## src/cmlg_regs.vh

```
// register offsets, field positions, reset values and decodes for the clock mode control slice
// assumes the cpu presents full 20-bit byte addresses on its memory bus
`ifndef CMLG_REGS_VH
`define CMLG_REGS_VH
`define CMLG_ADDR_WIDTH 20
`define CMLG_CLOCK_PIN_MODE_CONTROL_ADDR 20'hfffa0
`define CMLG_CLOCK_PIN_MODE_CONTROL_RESET 8'h00
`define CMLG_EXTERNAL_CLOCK_PIN_BIT 7
`define CMLG_OSCILLATOR_PIN_SELECT_BIT 6
`define CMLG_X1_GAIN_HIGH_BIT 0
`define CMLG_CLOCK_PIN_MODE_CONTROL_MASK 8'hc1
`define CMLG_PINMODE_PORT 2'h0
`define CMLG_PINMODE_X1_OSC 2'h1
`define CMLG_PINMODE_PORT_ALT 2'h2
`define CMLG_PINMODE_EXT_CLK 2'h3
`define CMLG_SYNC_STAGES 2
`endif

```

## src/cmlg_sync.v

```verilog
// two-flop synchroniser for a single level from outside the clk domain
// assumes clk is the system clock and rstn an asynchronous active-low reset
`timescale 1ns/1ns
module cmlg_sync (
    input wire clk,
    input wire rstn,
    input wire asyncIn,
    output wire syncOut
);
    reg stage1_reg;
    reg stage2_reg;

    always @(posedge clk or negedge rstn) begin
        if (!rstn) begin
            stage1_reg <= 1'b0;
            stage2_reg <= 1'b0;
        end else begin
            stage1_reg <= asyncIn;
            stage2_reg <= stage1_reg;
        end
    end

    assign syncOut = stage2_reg;
endmodule // cmlg_sync

```

## src/cmlg_clock_mode_control.v

```verilog
// clock pin mode register with one write per reset, low-speed oscillator gating, main clock select
// assumes cpu bus signals are synchronous to clk; option bits come from outside and are synchronised
`timescale 1ns/1ns
`include "cmlg_regs.vh"

module cmlg_clock_mode_control (
    input wire clk,
    input wire rstn,
    input wire [19:0] busAddr,
    input wire busWrite,
    input wire busRead,
    input wire busByte,
    input wire [7:0] busWdata,
    output reg [7:0] busRdata,
    output wire busAck,
    input wire watchdogEnableOption,
    input wire watchdogStandbyRunOption,
    input wire intervalTimerLowclkSelect,
    input wire standbyActive,
    input wire highSpeedSysOscStopBit,
    input wire mainClockSourceSelect,
    output reg lowSpeedInternalOscEn,
    output reg lowSpeedToWatchdog,
    output reg lowSpeedToIntervalTimer,
    output reg x1OscEnable,
    output reg x1GainHigh,
    output reg firstPinIsPort,
    output reg secondPinIsPort,
    output reg externalClockEnable,
    output reg mainClockIsHighSpeedSys,
    output reg writeOnceUsed
);
    // write-once tracking: armed by reset, locked by the first byte write
    localparam [1:0] WR_ARMED = 2'b01;
    localparam [1:0] WR_LOCKED = 2'b10;

    reg [7:0] clockPinMode_reg;
    reg [7:0] clockPinMode_next;
    reg [1:0] writeState_reg;
    reg [1:0] writeState_next;
    reg [7:0] busRdata_next;
    reg lowSpeedEn_next;
    reg lowSpeedWd_next;
    reg lowSpeedIt_next;
    reg x1OscEnable_next;
    reg externalClockEnable_next;
    reg firstPinIsPort_next;
    reg secondPinIsPort_next;
    wire wdOnSync;
    wire wdStbySync;
    wire regHit;
    wire byteWrite;
    wire byteRead;
    wire writeTaken;
    wire writeLocked;
    wire [1:0] pinMode;
    wire loscRequest;
    wire loscStandbyStop;

    // option-byte bits arrive as levels from the flash option logic, treated as async
    cmlg_sync uWdOn (
        .clk(clk),
        .rstn(rstn),
        .asyncIn(watchdogEnableOption),
        .syncOut(wdOnSync)
    );
    cmlg_sync uWdStby (
        .clk(clk),
        .rstn(rstn),
        .asyncIn(watchdogStandbyRunOption),
        .syncOut(wdStbySync)
    );

    assign regHit = (busAddr == `CMLG_CLOCK_PIN_MODE_CONTROL_ADDR);
    // single-cycle answer for any access to this address
    assign busAck = regHit & (busWrite | busRead);
    // other access widths are acknowledged but neither store nor return data
    assign byteWrite = regHit & busWrite & busByte;
    assign byteRead = regHit & busRead & busByte;
    // any code other than armed refuses the write, so a corrupted state fails safe
    assign writeLocked = (writeState_reg != WR_ARMED);
    assign writeTaken = byteWrite & !writeLocked;
    assign pinMode = {clockPinMode_reg[`CMLG_EXTERNAL_CLOCK_PIN_BIT],
                      clockPinMode_reg[`CMLG_OSCILLATOR_PIN_SELECT_BIT]};

    always @* begin
        writeState_next = writeState_reg;
        case (writeState_reg)
            WR_ARMED: begin
                if (byteWrite) begin
                    writeState_next = WR_LOCKED;
                end
            end
            WR_LOCKED: begin
                // only reset leaves this state
                writeState_next = WR_LOCKED;
            end
            default: begin
                // locking rather than re-arming keeps a glitch from opening a second write
                writeState_next = WR_LOCKED;
            end
        endcase
    end

    always @* begin
        clockPinMode_next = clockPinMode_reg;
        // the write is consumed even when it stores zero, so a runaway loop cannot rewrite it
        if (writeTaken) begin
            clockPinMode_next = busWdata & `CMLG_CLOCK_PIN_MODE_CONTROL_MASK;
        end
    end

    always @* begin
        busRdata_next = 8'h00;
        if (byteRead) begin
            busRdata_next = clockPinMode_reg;
        end
    end

    always @(posedge clk or negedge rstn) begin
        if (!rstn) begin
            clockPinMode_reg <= `CMLG_CLOCK_PIN_MODE_CONTROL_RESET;
            writeState_reg <= WR_ARMED;
            busRdata <= 8'h00;
        end else begin
            clockPinMode_reg <= clockPinMode_next;
            writeState_reg <= writeState_next;
            busRdata <= busRdata_next;
        end
    end

    assign loscRequest = wdOnSync | intervalTimerLowclkSelect;
    assign loscStandbyStop = standbyActive & wdOnSync & !intervalTimerLowclkSelect & !wdStbySync;

    always @* begin
        lowSpeedEn_next = loscRequest & !loscStandbyStop;
        // only these two consumers get the slow clock; no cpu select path exists
        lowSpeedWd_next = wdOnSync & lowSpeedEn_next;
        lowSpeedIt_next = intervalTimerLowclkSelect & loscRequest;
    end

    // decode of the two mode bits; the gain bit is independent of the mode
    always @* begin
        x1OscEnable_next = 1'b0;
        externalClockEnable_next = 1'b0;
        firstPinIsPort_next = 1'b1;
        secondPinIsPort_next = 1'b1;
        case (pinMode)
            `CMLG_PINMODE_PORT, `CMLG_PINMODE_PORT_ALT: begin
                // both port codes leave the pins to the port logic
                firstPinIsPort_next = 1'b1;
                secondPinIsPort_next = 1'b1;
            end
            `CMLG_PINMODE_X1_OSC: begin
                x1OscEnable_next = !highSpeedSysOscStopBit;
                firstPinIsPort_next = 1'b0;
                secondPinIsPort_next = 1'b0;
            end
            `CMLG_PINMODE_EXT_CLK: begin
                externalClockEnable_next = !highSpeedSysOscStopBit;
                secondPinIsPort_next = 1'b0;
            end
            default: begin
                firstPinIsPort_next = 1'b1;
                secondPinIsPort_next = 1'b1;
            end
        endcase
    end

    always @(posedge clk or negedge rstn) begin
        if (!rstn) begin
            lowSpeedInternalOscEn <= 1'b0;
            lowSpeedToWatchdog <= 1'b0;
            lowSpeedToIntervalTimer <= 1'b0;
        end else begin
            lowSpeedInternalOscEn <= lowSpeedEn_next;
            lowSpeedToWatchdog <= lowSpeedWd_next;
            lowSpeedToIntervalTimer <= lowSpeedIt_next;
        end
    end

    // pin functions follow the stored mode one cycle after the write lands
    always @(posedge clk or negedge rstn) begin
        if (!rstn) begin
            x1OscEnable <= 1'b0;
            x1GainHigh <= 1'b0;
            firstPinIsPort <= 1'b1;
            secondPinIsPort <= 1'b1;
            externalClockEnable <= 1'b0;
        end else begin
            x1OscEnable <= x1OscEnable_next;
            x1GainHigh <= clockPinMode_reg[`CMLG_X1_GAIN_HIGH_BIT];
            firstPinIsPort <= firstPinIsPort_next;
            secondPinIsPort <= secondPinIsPort_next;
            externalClockEnable <= externalClockEnable_next;
        end
    end

    always @(posedge clk or negedge rstn) begin
        if (!rstn) begin
            mainClockIsHighSpeedSys <= 1'b0;
            writeOnceUsed <= 1'b0;
        end else begin
            // main clock choice is high-speed system or internal fast osc only, never the slow one
            mainClockIsHighSpeedSys <= mainClockSourceSelect;
            // lags the lock by one cycle, in step with the decoded pin outputs
            writeOnceUsed <= writeLocked;
        end
    end
endmodule // cmlg_clock_mode_control

```

## config.mk

```make
export PLATFORM = sky130hd
export DESIGN_NAME = cmlg_clock_mode_control
export DESIGN_NICKNAME = d
export VERILOG_FILES = /design/src/cmlg_sync.v /design/src/cmlg_clock_mode_control.v
export VERILOG_INCLUDE_DIRS = /design/src
export SDC_FILE = /design/constraint.sdc
export NUM_CORES = 1
export LEC_CHECK = 0
export ABC_AREA = 0
export BUFFER_PORTS_ARGS = -buffer_cell sky130_fd_sc_hd__buf_4
export CAP_MARGIN = 20
export CELL_PAD_IN_SITES_DETAIL_PLACEMENT = 1
export CELL_PAD_IN_SITES_GLOBAL_PLACEMENT = 1
export CORE_UTILIZATION = 30
export DETAILED_ROUTE_END_ITERATION = 10
export MAX_ROUTING_LAYER = met4
export PLACE_DENSITY = 0.84
export SYNTH_ARGS = -nofsm -noshare
export SYNTH_HDL_FRONTEND = slang
export SYNTH_SLANG_ARGS = --single-unit
```

## constraint.sdc

```tcl
create_clock -name clk -period 2.6 [get_ports clk]
set_clock_uncertainty 0.05 [all_clocks]
set_input_delay 0.39 -clock clk [delete_from_list [all_inputs] [get_ports clk]]
set_output_delay 0.39 -clock clk [all_outputs]
set_load 0.02 [all_outputs]
```

---- After elaboration in Yosys (flattened, before gate mapping) ----
Index checks and enable logic that the tools add are counted.
cells by class
  eq/ne operators ......................... 7
  mux-type cells .......................... 7
  reductions and logical operators ........ 8
  bitwise operators ....................... 14
operators by type and width
  cell                    number
  $eq A20 B20 Y1 const B  1
  $and A1 B1 Y1           12
  $mux W8                 1
  $logic_not A1 Y1        5
  $eq A2 B1 Y1 const B    2
  $eq A2 B2 Y1 const B    2
  $mux W2                 2
  $reduce_or A2 Y1        2
  $mux W1                 3
  $logic_not A2 Y1        1
  $ne A2 B1 Y1 const B    1
  $ne A2 B2 Y1 const B    1
  $or A1 B1 Y1            2
  $pmux W1 S2             1
word-level totals
  bits in registers ....................... 27
  input port bits ......................... 39
  logic and storage cells ................. 53
  output and inout port bits .............. 19

---- Depth between registers and ports, before layout ----
  depth after elaboration ................. 6
  gate-level depth with buffers ........... 4
  mapped depth without buffers ............ 4

---- Modules after synthesis ----
From an unflattened synthesis, not the netlist that was laid out.
second synthesis, totals
  cells, all modules ...................... 60
  area total of the unflattened synthesis .. 815.8 µm²
by module, submodules not included
  module                   area each (µm²)  times used  cells each  sequential area each (µm²)
  cmlg_clock_mode_control  715.7            1           56          454.2
  cmlg_sync                50.0             2           2           50.0

---- Worst setup path after synthesis ----
No wires, ideal clock.
  path kind ............................... input to output
  from .................................... input port busAddr[3]
  to ...................................... output port busAck
  setup slack ............................. 0.649 ns
  arrival ................................. 1.511 ns
  data required time ...................... 2.160 ns
  cell stages on the path ................. 4
  path buffers ............................ 0
  cells stage by stage .................... or4b_4 > nor3_4 > nand2_1 > nor2_1
on the way
  cells in the longest elaborated chain, start to end .. 2
RTL lines
  what                             line                          text
  start: declaration               cmlg_clock_mode_control.v:9   input wire [19:0] busAddr,
  $eq A20 B20 Y1 (no source line)  --
  $and A1 B1 Y1                    cmlg_clock_mode_control.v:76  assign busAck = regHit & (busWrite | busRead);
  end: declaration                 cmlg_clock_mode_control.v:15  output wire busAck,
Every way passes these cells.

---- Worst setup path in the final report ----
  from .................................... input port busAddr[4]
  to ...................................... output port busAck
Same word-level chain as after synthesis.

==> results.yml <==
clock_network:
  post_cts_buffers: 0
  clockBufferDepth: 2
  clk_latency_ns: 0.30
  clock_sinks: 22
  cts_root_buf: "clkbuf_4"
  cts_buffers: 3
  clkSlewWorstSetupHoldPaths_ns: 0.11
  htreeDepth: 1
  cts_resized: 0
  cts_tree: "done"
  hold_buffers: 1
synth:
  yosys_most_used_dff: "dfrtp_1"
  synth_seq_area_share_pct: 68.05
  synth_edf_count: 0
  yosys.area.top_type_share_pct: 58.37
  synth.cell_area_um2: 814.5
  ys_types: 21
  ys_ff_latch: 22
  ys_top_cells_by_count: "19 x dfrtp_1, 6 x inv_1, 5 x buf_4, 5 x nor3_1, 4 x nand2_1"
  syn_avg_cell_area_um2: 13.14
  yosysMostFrequentCell: "dfrtp_1"
  synthCells: 62
  synth.largest_area_cell: "dfrtp_1"
  synth_area_leaders: "dfrtp_1 58%, dfstp_2 9.7%, buf_4 4.6%"
  synthArstFlopShare_pct: 100.0
  synth-warning-count: 0
cells_and_area:
  antenna-diode-count: 0
  final_nets: 152
  syn2layout_area_growth_pct: 52.38
  fin_area_um2: 1241
  utilization_pct: 49.21
  drive_gt1_share_pct: 50.89
flow_run:
  cap_violations: 0
route:
  vias: 637
  drcViolationCount: 0
  detail_route.first_pass.iterations: 2
  wire_per_inst_um: 11.51
  via_per_inst: 4.486
  drt-total-wl_um: 1635
  antenna_left: 0
  first_iter_violations: 1
timing:
  min_period_ns: 2.093
  setup_tns_ns: 0
  setup_violations: 0
  maxSlewViolCount: 0
  grt_setup_unrepaired: "false"
  hold_viol: 0
  period_share_pct: 80.48
  fmax_mhz: 477.9
die:
  initial_core_util_pct: 32.29
  core_um2: 2522
  io_pins: 58
  dieArea_um2: 2927
  die_h_um: 54.11
  die_x_um: 54.11
  row_count: 18
setup_path:
  cp-start-kind: "input port"
  path_max_fanout: 4
  cpPeakStageDelay_ns: 0.48
  cp-end-kind: "output port"
  r2r_slack_ns: 1.19
  cp_slowest_cell: "or4bb_1"
  required_ns: 2.16
  timing.rr.end: "clockPinMode_reg[7]"
  r2r_cells: 3
  cp.arrival_ns: 1.65
  worstPathCellList: "buf_4 -> or4bb_1 -> nor2_1 -> nand2_1 -> nor2_1 -> buf_4"
  crit_type: "in2out"
  worstSetupStartpoint: "busAddr[4]"
  rr_startpoint: "writeState_reg[0]"
min_path:
  whs_path_depth: 1
  min_from: "watchdogEnableOption"
  hold_end: "uWdOn.stage1_reg"
  worst_hold_path_type: "in2reg"
placement:
  hpwl_um: 1396
  portBuffers: 47
  gp_congestion: 0.6940
  dpl_cell_area_um2: 1179
power:
  power.leakage_nw: 0.6293
  power_uw: 672.8
  ir_drop_mv: 0.3417
  p_per_area_nw_per_um2: 542.0
global_routing:
  grt_use_total_pct: 12.59
  grt_max_degree: 23
  grt_pass1_wl_um: 2428
  antenna_found_initial: 0
  grt-ovfl-total: 0
  grt_pass1_vias: 604
status:
  outcome: "completed"
layout make-up:
class	instances	area, µm²
Clock buffer	3	22.52
Fill cell	278	1281
Sequential cell	22	554.3
Multi-Input combinational cell	32	211.5
Inverter	6	22.52
Timing Repair Buffer	48	362.8
Clock inverter	1	30.03
Tap cell	30	37.54
placed cells by master (no fill, tap or decap):
| master | count |
|---|---|
| and2_1 | 1 |
| buf_4 | 47 |
| or4bb_1 | 1 |
| bufinv_16 | 1 |
| nor2_1 | 3 |
| a21o_1 | 1 |
| dfrtp_1 | 19 |
| nand4b_1 | 1 |
| mux2_1 | 3 |
| clkbuf_4 | 3 |
| inv_1 | 6 |
| nand2_1 | 4 |
| nand4_1 | 2 |
| nand2b_1 | 1 |
| a31oi_1 | 1 |
| nor2b_1 | 1 |
| nor3_1 | 5 |
| nor3_4 | 1 |
| dfstp_2 | 3 |
| dlygate4sd3_1 | 1 |
| or4b_4 | 1 |
| conb_1 | 5 |
| nand4_2 | 1 |
critical path: cells and delay by family:
kind / cells / cell delay (ns)
buffers and inverters: 2 / 0.26
and+or+nand+nor: 4 / 1.00
power breakdown:
part | internal (mW) | switching (mW) | total, mW
Clock | 0.156 | 0.0952 | 0.251
Combinational | 0.0406 | 0.0301 | 0.0707
Sequential | 0.349 | 0.00213 | 0.351
cell families after synthesis:
family,Yosys count,synth area share (%)
simple gates,22,17.82
other cells,1,0.4604
mux,3,4.147
compound gates,2,1.691
flops,22,68.05
buf+inv,12,7.834
per-layer routing:
| metal | share of wire (%) | vias up | routed length [µm] | track usage (%) |
|---|---|---|---|---|
| li1 | - | 296 | - | - |
| met1 | 35 | 292 | 567 | 13.33 |
| met2 | 52 | 45 | 843 | 20.99 |
| met3 | 11 | 4 | 188 | 3.107 |
| met4 | 2.1 | 0 | 35 | 7.692 |
| met5 | 0 | - | 0 | - |
metrics by stage:
| stage | std cells | hold WS, ns | setup slack, ns |
|---|---|---|---|
| after floorplan | 66 | 0.04441 | 0.6493 |
| after global placement | 137 | 0.2308 | 0.5142 |
| after detailed placement | 137 | 0.2358 | 0.4696 |
| after CTS | 142 | 0.1244 | 0.4688 |
| after global routing | 142 | 0.1076 | 0.4311 |
| final | 142 | 0.1355 | 0.5075 |
worst max-delay path by stage:
stage / to / slack (ns) / cells past startpoint
2_1_floorplan: busAck / 0.65 / 4
3_3_place_gp: busAck / 0.51 / 6
3_5_place_dp: busAck / 0.47 / 6
4_1_cts: busAck / 0.47 / 6
5_1_grt: busAck / 0.43 / 6
6_report: busAck / 0.51 / 6
Note: power is estimated with default switching activity, not from simulation.
